<file path="config.mk">
export PLATFORM = sky130hd
export DESIGN_NAME = asf_status
export DESIGN_NICKNAME = d
export VERILOG_FILES = /design/src/asf_pkg.sv /design/src/asf_alu.sv /design/src/asf_apb.sv /design/src/asf_status.sv
export SDC_FILE = /design/constraint.sdc
export NUM_CORES = 1
export LEC_CHECK = 0
export BUFFER_PORTS_ARGS = -buffer_cell sky130_fd_sc_hd__buf_2
export CAP_MARGIN = 20
export CORE_ASPECT_RATIO = 1.5
export CORE_MARGIN = 10
export CORE_UTILIZATION = 50
export DETAILED_ROUTE_END_ITERATION = 12
export GPL_TIMING_DRIVEN = 0
export PLACE_DENSITY = 0.76
export SLEW_MARGIN = 20
export SYNTH_ARGS = -nofsm -noshare
export SYNTH_HDL_FRONTEND = slang
export SYNTH_SLANG_ARGS = --single-unit
export TNS_END_PERCENT = 50
</file>
<file path="constraint.sdc">
create_clock -name sys_clk -period 4 [get_ports sys_clk]
set_clock_uncertainty 0.05 [all_clocks]
set_input_delay 0.6 -clock sys_clk [delete_from_list [all_inputs] [get_ports sys_clk]]
set_output_delay 0.6 -clock sys_clk [all_outputs]
set_load 0.02 [all_outputs]
</file>
<file path="src/asf_pkg.sv">
package asf_pkg;
  // ----------------------------------------
  // register map
  // ----------------------------------------
  localparam logic [11:0] ASF_FLAGS_OFS = 12'h000;
  localparam logic [11:0] ASF_EXEC_OFS = 12'h004;
  localparam logic [11:0] ASF_OPER_OFS = 12'h008;
  localparam logic [11:0] ASF_RESULT_OFS = 12'h00C;
  // ----------------------------------------
  // flag bit positions
  // ----------------------------------------
  localparam int ASF_C_BIT = 0;
  localparam int ASF_DC_BIT = 1;
  localparam int ASF_Z_BIT = 2;
  localparam int ASF_OV_BIT = 3;
  localparam int ASF_N_BIT = 4;
  localparam logic [7:0] ASF_IMPL_MASK = 8'h1F;
  localparam logic [7:0] ASF_FLAGS_RESET = 8'h00;
  localparam logic [7:0] ASF_ALL_FLAGS = 8'h1F;
  // ----------------------------------------
  // exec register fields
  // ----------------------------------------
  localparam int ASF_OPC_LSB = 0;
  localparam int ASF_DEST_BIT = 8;
  localparam int ASF_BITSEL_LSB = 12;
  // ----------------------------------------
  // operations
  // ----------------------------------------
  typedef enum logic [3:0] {
    ASF_ADD_REG, ASF_ADD_LIT, ASF_SUB_LIT, ASF_SUB_REG,
    ASF_ROT_RIGHT, ASF_ROT_LEFT, ASF_AND_OP, ASF_ZERO_FILL,
    ASF_BIT_CLEAR, ASF_BIT_SET, ASF_NIB_SWAP, ASF_REG_COPY, ASF_ACC_COPY
  } asf_op_e;
  typedef enum logic {ASF_IDLE, ASF_BUSY} asf_st_e;
endpackage : asf_pkg

</file>
<file path="src/asf_alu.sv">
`timescale 1ns/1ns
module asf_alu
  import asf_pkg::*;
(
  // operands
  input wire asf_pkg::asf_op_e op,
  input wire logic [7:0] opnd_a,
  input wire logic [7:0] opnd_b,
  input wire logic [2:0] bit_sel,
  input wire logic [7:0] flags_in,
  // result
  output logic [7:0] result,
  output logic [7:0] flags_out,
  output logic [7:0] flags_touched
);
  function automatic logic [8:0] add9(input logic [7:0] a, input logic [7:0] b,
                                      input logic cin);
    add9 = {1'b0, a} + {1'b0, b} + {8'h00, cin};
  endfunction : add9

  function automatic logic nib_c(input logic [7:0] a, input logic [7:0] b,
                                 input logic cin);
    logic [4:0] s;
    s = {1'b0, a[3:0]} + {1'b0, b[3:0]} + {4'h0, cin};
    nib_c = s[4];
  endfunction : nib_c

  wire is_add = (op == ASF_ADD_REG) || (op == ASF_ADD_LIT);
  wire is_sub = (op == ASF_SUB_REG) || (op == ASF_SUB_LIT);
  // subtract = a + ~b + 1, so carries read as not-borrow
  wire [7:0] add_b = is_sub ? ~opnd_b : opnd_b;
  wire add_cin = is_sub;
  wire [8:0] sum = add9(opnd_a, add_b, add_cin);
  wire sum_dc = nib_c(opnd_a, add_b, add_cin);
  wire sum_ov = (opnd_a[7] == add_b[7]) && (sum[7] != opnd_a[7]);
  wire [7:0] bit_mask = 8'h01 << bit_sel;

  always_comb begin
    result = opnd_a;
    flags_out = flags_in;
    flags_touched = 8'h00;
    unique case (op)
      ASF_ADD_REG, ASF_ADD_LIT, ASF_SUB_LIT, ASF_SUB_REG: begin
        result = sum[7:0];
        flags_out[ASF_C_BIT] = sum[8];
        flags_out[ASF_DC_BIT] = sum_dc;
        flags_out[ASF_OV_BIT] = sum_ov;
        flags_touched = ASF_ALL_FLAGS;
      end
      ASF_ROT_RIGHT: begin
        result = {flags_in[ASF_C_BIT], opnd_a[7:1]};
        flags_out[ASF_C_BIT] = opnd_a[0];
        flags_out[ASF_DC_BIT] = opnd_a[4];
        flags_touched = 8'h17;
      end
      ASF_ROT_LEFT: begin
        result = {opnd_a[6:0], flags_in[ASF_C_BIT]};
        flags_out[ASF_C_BIT] = opnd_a[7];
        flags_out[ASF_DC_BIT] = opnd_a[3];
        flags_touched = 8'h17;
      end
      ASF_AND_OP: begin
        result = opnd_a & opnd_b;
        flags_touched = 8'h14;
      end
      ASF_ZERO_FILL: begin
        result = 8'h00;
        flags_touched = 8'h04;
      end
      ASF_BIT_CLEAR: result = opnd_a & ~bit_mask;
      ASF_BIT_SET: result = opnd_a | bit_mask;
      ASF_NIB_SWAP: result = {opnd_a[3:0], opnd_a[7:4]};
      ASF_REG_COPY: result = opnd_a;
      ASF_ACC_COPY: result = opnd_b;
      default: result = opnd_a;
    endcase
    if (flags_touched[ASF_Z_BIT]) begin
      flags_out[ASF_Z_BIT] = (result == 8'h00);
    end
    if (flags_touched[ASF_N_BIT]) begin
      flags_out[ASF_N_BIT] = result[7];
    end
  end
endmodule : asf_alu

</file>
<file path="src/asf_apb.sv">
`timescale 1ns/1ns
module asf_apb (
  // bus
  input wire logic psel,
  input wire logic penable,
  input wire logic pwrite,
  input wire logic [11:0] paddr,
  // decode
  output logic wr_stb,
  output logic rd_stb,
  output logic [11:0] word_addr
);
  // zero wait states: pready is held high by the top
  assign wr_stb = psel && penable && pwrite;
  assign rd_stb = psel && !penable && !pwrite;
  assign word_addr = {paddr[11:2], 2'b00};
endmodule : asf_apb

</file>
<file path="src/asf_status.sv">
`timescale 1ns/1ns
// Function
// - negative flag follows result bit seven
// - overflow flag on signed wrap
// - zero flag when result is zero
// - add/sub nibble carry from bit three
// - add/sub carry from top bit
// - subtract adds complement; carries mean no-borrow
// - rotates load nibble carry from bit 4/3
// - rotates load carry with shifted-out bit
// - flag-writing op targeting flags drops result
// - zero fill of flags sets only zero
// - bit/swap/copy ops write result unchanged
// - flag register used as operand a only when flags are the destination; rotates always take their carry-in from it
module asf_status
  import asf_pkg::*;
(
  // clock and reset
  input wire logic sys_clk,
  input wire logic rst_n,
  // apb
  input wire logic psel,
  input wire logic penable,
  input wire logic pwrite,
  input wire logic [11:0] paddr,
  input wire logic [31:0] pwdata,
  output logic [31:0] prdata,
  output logic pready,
  output logic pslverr,
  // flag view
  output logic [7:0] arith_flags_out
);
  import asf_pkg::*;

  // ----------------------------------------
  // bus decode
  // ----------------------------------------
  logic wr_stb;
  logic rd_stb;
  logic [11:0] word_addr;

  asf_apb u_apb (
    .psel(psel),
    .penable(penable),
    .pwrite(pwrite),
    .paddr(paddr),
    .wr_stb(wr_stb),
    .rd_stb(rd_stb),
    .word_addr(word_addr)
  );

  wire hit_flags = (word_addr == ASF_FLAGS_OFS);
  wire hit_exec = (word_addr == ASF_EXEC_OFS);
  wire hit_oper = (word_addr == ASF_OPER_OFS);
  wire hit_result = (word_addr == ASF_RESULT_OFS);
  wire hit_any = hit_flags || hit_exec || hit_oper || hit_result;

  // ----------------------------------------
  // state
  // ----------------------------------------
  logic [7:0] arith_flags;
  logic [7:0] operand_a;
  logic [7:0] operand_b;
  logic [7:0] result_reg;

  wire exec_go = wr_stb && hit_exec;
  wire [3:0] opc_raw = pwdata[ASF_OPC_LSB +: 4];
  wire opc_ok = (opc_raw <= 4'(ASF_ACC_COPY));
  wire dest_flags = pwdata[ASF_DEST_BIT];
  wire [2:0] bit_sel = pwdata[ASF_BITSEL_LSB +: 3];
  // flag register as source when destination is flags
  wire [7:0] src_a = dest_flags ? (arith_flags & ASF_IMPL_MASK) : operand_a;

  logic [7:0] alu_result;
  logic [7:0] alu_flags;
  logic [7:0] alu_touched;

  asf_alu u_alu (
    .op(asf_op_e'(opc_raw)),
    .opnd_a(src_a),
    .opnd_b(operand_b),
    .bit_sel(bit_sel),
    .flags_in(arith_flags),
    .result(alu_result),
    .flags_out(alu_flags),
    .flags_touched(alu_touched)
  );

  // flag-affecting op into flags keeps only its flags
  wire [7:0] exec_flags = (dest_flags && alu_touched == 8'h00) ? alu_result :
                          alu_flags;
  wire [7:0] next_arith_flags = (exec_go && opc_ok) ? (exec_flags & ASF_IMPL_MASK) :
                                (wr_stb && hit_flags) ? (pwdata[7:0] & ASF_IMPL_MASK) :
                                arith_flags;
  wire [31:0] rd_mux = hit_flags ? {24'h0, arith_flags & ASF_IMPL_MASK} :
                       hit_oper ? {16'h0, operand_b, operand_a} :
                       hit_result ? {24'h0, result_reg} : 32'h0;

  // ----------------------------------------
  // registers
  // ----------------------------------------
  always_ff @(posedge sys_clk) begin
    if (!rst_n) begin
      arith_flags <= ASF_FLAGS_RESET;
      operand_a <= 8'h00;
      operand_b <= 8'h00;
      result_reg <= 8'h00;
      prdata <= 32'h0;
      pslverr <= 1'b0;
      pready <= 1'b0;
    end else begin
      arith_flags <= next_arith_flags;
      pready <= 1'b1;
      if (wr_stb && hit_oper) begin
        operand_a <= pwdata[7:0];
        operand_b <= pwdata[15:8];
      end
      if (exec_go && opc_ok && !dest_flags) begin
        result_reg <= alu_result;
      end
      if (rd_stb) begin
        prdata <= rd_mux;
      end
      pslverr <= psel && !penable && (!hit_any || (pwrite && hit_exec && !opc_ok));
    end
  end

  assign arith_flags_out = arith_flags;

  // ----------------------------------------
  // checks
  // ----------------------------------------
  a_upper_zero: assert property (@(posedge sys_clk) disable iff (!rst_n)
    arith_flags[7:5] == 3'b000) else $error("upper flag bits set");
  a_neg_flag: assert property (@(posedge sys_clk) disable iff (!rst_n)
    exec_go && !dest_flags && alu_touched[4] |=> arith_flags[4] == result_reg[7])
    else $error("negative flag wrong");
  a_zero_flag: assert property (@(posedge sys_clk) disable iff (!rst_n)
    exec_go && !dest_flags && alu_touched[2] |=> arith_flags[2] == (result_reg == 8'h00))
    else $error("zero flag wrong");
  a_sub_carry: assert property (@(posedge sys_clk) disable iff (!rst_n)
    exec_go && !dest_flags && opc_raw == 4'(ASF_SUB_REG) |=>
    arith_flags[0] == ($past(operand_a) >=
    $past(operand_b))) else $error("borrow polarity wrong");
  a_rot_carry: assert property (@(posedge sys_clk) disable iff (!rst_n)
    exec_go && opc_raw == 4'(ASF_ROT_LEFT) |=> arith_flags[0] == $past(src_a[7]))
    else $error("rotate carry wrong");
  a_rot_nib: assert property (@(posedge sys_clk) disable iff (!rst_n)
    exec_go && opc_raw == 4'(ASF_ROT_RIGHT) |=> arith_flags[1] == $past(src_a[4]))
    else $error("rotate nibble carry wrong");
  a_fill_flags: assert property (@(posedge sys_clk) disable iff (!rst_n)
    exec_go && dest_flags && opc_raw == 4'(ASF_ZERO_FILL) |=>
    arith_flags == (($past(arith_flags) & 8'h1B) | 8'h04)) else $error("zero fill wrong");
  a_swap_flags: assert property (@(posedge sys_clk) disable iff (!rst_n)
    exec_go && dest_flags && opc_raw == 4'(ASF_NIB_SWAP) |=>
    arith_flags == ({$past(arith_flags[3:0]), $past(arith_flags[7:4])} & 8'h1F))
    else $error("swap into flags wrong");
  a_keep_result: assert property (@(posedge sys_clk) disable iff (!rst_n)
    exec_go && dest_flags |=> $stable(result_reg)) else $error("result written");
  c_sub_op: cover property (@(posedge sys_clk) exec_go && opc_raw == 4'(ASF_SUB_LIT));
  c_fill_flags: cover property (@(posedge sys_clk) exec_go && dest_flags &&
    opc_raw == 4'(ASF_ZERO_FILL));
  c_overflow: cover property (@(posedge sys_clk) exec_go && alu_flags[3]);
  c_logic_zero: cover property (@(posedge sys_clk) exec_go && opc_raw == 4'(ASF_AND_OP) &&
    alu_flags[2]);

  // ----------------------------------------
  // arithmetic flag checks
  // ----------------------------------------
  // carry and nibble carry worked out from the operands, not from the adder; overflow also uses result_reg[7]
  a_add_carry: assert property (@(posedge sys_clk) disable iff (!rst_n)
    exec_go && !dest_flags && opc_raw == 4'(ASF_ADD_REG) |=>
    arith_flags[0] == (({1'b0, $past(operand_a)} + {1'b0, $past(operand_b)}) > 9'h0FF))
    else $error("add carry wrong");
  a_add_nibble: assert property (@(posedge sys_clk) disable iff (!rst_n)
    exec_go && !dest_flags && opc_raw == 4'(ASF_ADD_REG) |=>
    arith_flags[1] == (({1'b0, $past(operand_a[3:0])} + {1'b0, $past(operand_b[3:0])}) >
    5'h0F)) else $error("add nibble carry wrong");
  a_add_ovf: assert property (@(posedge sys_clk) disable iff (!rst_n)
    exec_go && !dest_flags && opc_raw == 4'(ASF_ADD_REG) |=>
    arith_flags[3] == (($past(operand_a[7]) == $past(operand_b[7])) &&
    (result_reg[7] != $past(operand_a[7])))) else $error("overflow flag wrong");
  a_bad_op_hold: assert property (@(posedge sys_clk) disable iff (!rst_n)
    exec_go && !opc_ok |=> $stable(arith_flags)) else $error("illegal op changed flags");
endmodule : asf_status

</file>
Yosys cells after proc, flatten, opt, wreduce, memory -nomap -nowiden
Cells that the tools add are included.
{"block": "classes", "n_eq_ne": 20, "reduce_logical": 35, "addsub": 4, "bitwise_logic": 5, "shifts": 1, "order_cmp": 1, "mux": 15}
{"cell": "$pmux 8 s9", "count": 1}
{"cell": "$mux 16", "count": 2}
{"cell": "$mux 8", "count": 3}
{"cell": "$eq 10x2->1 const B", "count": 2}
{"cell": "$pmux 5 s4", "count": 1}
{"cell": "$and 8x8->8", "count": 2}
{"cell": "$eq 4x3->1 const B", "count": 4}
{"cell": "$eq 4x4->1 const B", "count": 4}
{"cell": "$logic_not 8->1", "count": 2}
{"cell": "$not 8->8", "count": 2}
{"cell": "$mux 5", "count": 3}
{"cell": "$logic_and 1x1->1", "count": 14}
{"cell": "$logic_not 12->1", "count": 1}
{"cell": "$eq 10x1->1 const B", "count": 1}
{"cell": "$add 8x8->9", "count": 1}
{"cell": "$add 9x1->9", "count": 1}
{"cell": "$eq 4x2->1 const B", "count": 2}
{"cell": "$or 8x8->8", "count": 1}
{"cell": "$reduce_and 2->1", "count": 4}
{"cell": "$shl 1x3->8 const A", "count": 1}
{"cell": "$ne 3x3->1 const B", "count": 2}
{"cell": "$pmux 2 s3", "count": 1}
{"cell": "$add 4x4->5", "count": 1}
{"cell": "$add 5x1->5", "count": 1}
{"cell": "13 further kinds", "count": 24}
{"block": "totals", "output_inout_bits": 42, "input_bits": 49, "regBits": 63, "elab_cells": 91}

Logic depth before layout (Yosys ltp)
{"block": "logic_depth", "word_depth": 10, "depth_mapped": 13, "depth_no_buf": 11}

Cells and area by module
A second synthesis with hierarchy kept.
{"block": "hier_totals", "cells_unflattened": 521, "hier_area_um2": 4042.6}
{"module": "asf_status", "cells_each": 281, "n_inst": 1, "seq_area_each_um2": 940.9, "area_per_inst_um2": 2392.3}
{"module": "asf_alu", "cells_each": 225, "n_inst": 1, "seq_area_each_um2": 0.0, "area_per_inst_um2": 1537.7}
{"module": "asf_apb", "cells_each": 15, "n_inst": 1, "seq_area_each_um2": 0.0, "area_per_inst_um2": 112.6}

Least setup slack after synthesis
OpenSTA, ideal clock, no wires.
{"block": "synth_path", "kind": "input -> register", "start": "input port pwdata[2]", "end": "register arith_flags[2] (netlist: arith_flags_out[2])", "setup_ps": 103, "arrival_ps": 3375, "path_stages": 12, "n_path_buf": 1, "required_time_ps": 3847, "path_slack_ps": 471, "path_cell_list": "or3b_1 -> buf_4 -> xnor2_1 -> fa_1 -> a211o_1 -> o21ai_1 -> xor2_1 -> o22ai_1 -> or3_1 -> and4bb_1 -> nand3_1 -> a2111oi_2"}
{"block": "synth_via", "elab_chain_len": 10, "word_cells_on_any_way": 32, "cone_classes": "2 x add/sub; 1 x order compare; 12 x eq/ne; 7 x mux; 10 x reduce/logical"}
{"element": "start, declared", "line": "asf_status.sv:26", "text": "input wire logic [31:0] pwdata,"}
{"element": "$eq 4x2->1", "line": "asf_alu.sv:29, asf_alu.sv:42"}
{"element": "$logic_or 1x1->1", "line": "asf_alu.sv:29", "text": "wire is_sub = (op == ASF_SUB_REG) || (op == ASF_SUB_LIT);"}
{"element": "$mux 8", "line": "asf_alu.sv:31", "text": "wire [7:0] add_b = is_sub ? ~opnd_b : opnd_b;"}
{"element": "$add 8x8->9", "line": "asf_alu.sv:18", "text": "add9 = {1'b0, a} + {1'b0, b} + {8'h00, cin};"}
{"element": "$add 9x1->9", "line": "asf_alu.sv:18"}
{"element": "$pmux 8 s9", "line": "asf_alu.sv:42", "text": "unique case (op)"}
{"element": "$logic_not 8->1", "line": "asf_alu.sv:78", "text": "flags_out[ASF_Z_BIT] = (result == 8'h00);"}
{"element": "$mux 1", "line": "asf_alu.sv:77", "text": "if (flags_touched[ASF_Z_BIT]) begin"}
{"element": "$mux 5", "line": "asf_status.sv:90", "text": "wire [7:0] exec_flags = (dest_flags && alu_touched == 8'h00) ? alu_result :"}
{"element": "$mux 5", "line": "asf_status.sv:92", "text": "wire [7:0] next_arith_flags = (exec_go && opc_ok) ? (exec_flags & ASF_IMPL_MASK) :"}
{"element": "end signal, assigned", "line": "asf_status.sv:112", "text": "arith_flags <= next_arith_flags;"}
{"element": "end, declared", "line": "asf_status.sv:61", "text": "logic [7:0] arith_flags;"}
Several ways; a longest one is shown, not always the timed one. The select of a mux whose other input is x is not followed.
A chain may end at the register's enable or synchronous reset.

Worst setup path in the final report
{"block": "layout_path", "start": "input port pwdata[3]", "end": "register arith_flags[2] (netlist: arith_flags_out[2])"}
The elaborated chain is that of the path after synthesis.

==> flow_summary.toml <==
[outcome]
status = "finished clean"

[sta]
setup_viol = 0
max_freq_ghz = 0.261
slew-limit-headroom_pct = 34.2
slew_viol_final = 0
hold_viol_final = 0
tightestPinTransition_ps = 984
min_period_ps = 3830
rsz0062_at_grt = "false"
period_share_pct = 95.7

[floorplanning]
num_rows = 37
die-area_mm2 = 0.0109
die_h_um = 123
core_area_mm2 = 0.00685
floorplan.initialDensity_pct = 51.5
dieWidth_um = 88.6
io-pin-count = 91

[critical_path]
rr_startpoint = "arith_flags_out[0]"
rr_worst_depth = 11
timing.rr.end = "arith_flags_out[2]"
crit_start = "pwdata[3]"
worstSetupEndpointType = "register"
path_class = "in -> reg"
rrSetupSlack_ps = 540
critical_path_arrival_ps = 4000
cp.required_ps = 4170
startpoint_type = "primary input"
critPathMaxFanout = 8

[clock_tree]
cts_root_buffer = "clkbuf_8"
cts.htree.levels = 2
cts_max_path_buffers = 2
cts_setup_buffers = 0
cts_buffers = 5
clkLatencyLatePin_ps = 330
cts_tree = "done"
clock-sinks = 47
clk_pin_slew_ps = 90

[synth]
yosysSeqAreaShare_pct = 26.7
postSynthAreaPerCell_um2 = 7.86
synth_flop_cell = "dfxtp_1"
synthArstFlopShare_pct = 0
yosys_warnings = 0
syn-cell-area_mm2 = 0.00353
synth-seq-cells = 47
synth-edff-count = 0
ys_types = 71
netlist_instances = 449

[drt]
vias = 3736
viasPerCell = 6.21
drtAntennaViolNets = 0
drc_errors = 0
drt_iter0_drc = 290
wl_per_cell_um = 21.0
first_pass_iters = 5
wl_um = 12600

[final_layout]
top_register = "prdata"
diodes = 0
postLayoutCoreUtil_pct = 59.3
largest_register_ffs = 16
areaGrowthSynthToFinish_pct = 15.2
fin_nets = 580
stdcell_count = 602
drive_above_1_share_pct = 20.6

[place]
gp_congestion = 0.960
numPortBuffers = 49
hpwl_um = 9950
numPlacedInstances = 594

[global_route]
grt_overflow = 0
grt_pass1_wl_um = 19200
grt_max_degree = 16
grt_pass1_vias = 3611
track_usage_pct = 22.8
antenna_found_initial = 0

[min_path]
min_to = "pready"
holdCritStartpoint = "rst_n"
whs_path_depth = 1
hold_path_class = "in -> reg"

[power]
powerDensity_mw_per_mm2 = 253
leakage_nw = 1.79
peakVddDrop_mv = 0.158

[flow_run]
maxCapViolCount = 0
==> metrics by stage <==
| step | setup WS, ps | hold slack, ps | setup TNS [ps] | area (µm²) | power [W] |
|---|---|---|---|---|---|
| 2_1_floorplan | 471 | 403 | 0 | 3590 | 0.000597 |
| 3_3_place_gp | -83.3 | 388 | -83.3 | 3940 | 0.000646 |
| 3_5_place_dp | -123 | 393 | -123 | 3940 | 0.000646 |
| 4_1_cts | 195 | 391 | 0 | 4060 | 0.00102 |
| 5_1_grt | 54.6 | 398 | 0 | 4060 | 0.00105 |
| 6_report | 173 | 392 | 0 | 4060 | 0.00103 |
==> power by group <==
| part | switching (W) | total [W] | internal (W) |
|---|---|---|---|
| logic | 0.000111 | 0.000172 | 0.0000603 |
| clock network | 0.000181 | 0.000386 | 0.000206 |
| registers | 0.000000263 | 0.000469 | 0.000468 |
| total | 0.000292 | 0.00103 | 0.000735 |
==> critical path: stages <==
cell and delay (ps):
buf_2 130, or3b_1 350, buf_4 200, xnor2_1 170
fa_1 450, xor2_1 180, a32oi_1 140, o211ai_1 110
a211oi_1 650, and4_1 310, and4bb_1 200, nand3_1 100
a2111oi_2 380
==> metal layers <==
metal  part of all wire [%]  GRT usage [%]  vias to the layer above  wire length, µm
li1                       -              -                     1757                -
met1                     38           24.6                     1764             4740
met2                     50           39.4                      173             6320
met3                    7.2           4.24                       42              911
met4                    5.2           14.8                        0              661
met5                      0              0                        -                0
==> what timing repair did <==
action	in CTS	in global routing
hold buffers	0	0
resized for setup	0	1
setup endpoints to repair	0	1
==> Yosys cell counts, types with 3 or more instances <==
library cell   n  area share, %
nor2_1        73            7.8
dfxtp_1       47             27
a21oi_1       33            4.7
mux2i_1       23            6.5
nand2_1       21            2.2
buf_4         20            4.3
o21ai_0       20            2.8
a22oi_1       18            3.8
clkbuf_1      17            1.8
a211oi_1      12            2.6
nor3_1        10            1.4
nand3_1        9            1.3
nor2b_1        9            1.6
xnor2_1        9            2.2
buf_2          8            1.1
ha_1           7            2.5
inv_1          6           0.64
nand2b_1       6            1.1
a32oi_1        5            1.2
o211ai_1       5            1.1
or3_1          5           0.89
a31oi_1        4           0.71
nor4b_1        4           0.99
and3_1         3           0.53
buf_1          3           0.32
inv_2          3           0.32
mux2_2         3           0.96
mux2_4         3            1.3
nor3b_1        3           0.64
o21a_1         3           0.64
o22ai_1        3           0.53
o32ai_1        3           0.75
==> cell families (layout without fill, tap and decap cells) <==
logic type	after synthesis	count (layout)	share of synthesized area (%)
multiplexers	31	31	10.0
buffers and inverters	59	116	9.12
AND/OR/NAND/NOR	162	162	23.0
XOR/XNOR	11	11	2.73
AO/OA/AOI/OAI	130	130	25.3
adder cells (fa/ha/maj)	8	8	3.05
flip-flops	47	47	26.7
other	1	19	0.106
==> cell type report <==
class                           instances  area (µm²)
Timing Repair Buffer                   49         245
Inverter                                9        33.8
Clock inverter                          2        38.8
Clock buffer                            6        82.6
Fill cell                             643        2790
Buffer                                 50         288
Multi-Input combinational cell        361        2340
Tap cell                               78        97.6
Sequential cell                        47         941
==> worst max-delay path by stage <==
stage	cells after the start	to	slack, ps
floorplan	12	arith_flags_out[2]	470
global placement	13	arith_flags_out[2]	-80
detailed placement	13	arith_flags_out[2]	-120
CTS	13	arith_flags_out[2]	200
global route	13	arith_flags_out[2]	50
finish	13	arith_flags_out[2]	170
==> cell usage in the layout, fill, tap and decap left out, types with 5 or more instances in the layout <==
master,netlist,routed
conb_1,1,19
nand3_1,9,9
a211oi_1,12,12
clkbuf_1,17,17
buf_4,20,20
dfxtp_1,47,47
ha_1,7,7
clkbuf_8,0,6
o21ai_0,20,20
xnor2_1,9,9
a32oi_1,5,5
a22oi_1,18,18
or3_1,5,5
buf_2,8,57
nand2_1,21,21
o211ai_1,5,5
nor2_1,73,73
nand2b_1,6,6
inv_1,6,6
a21oi_1,33,33
nor2b_1,9,9
mux2i_1,23,23
nor3_1,10,10
(Power assumes the default switching activity.)
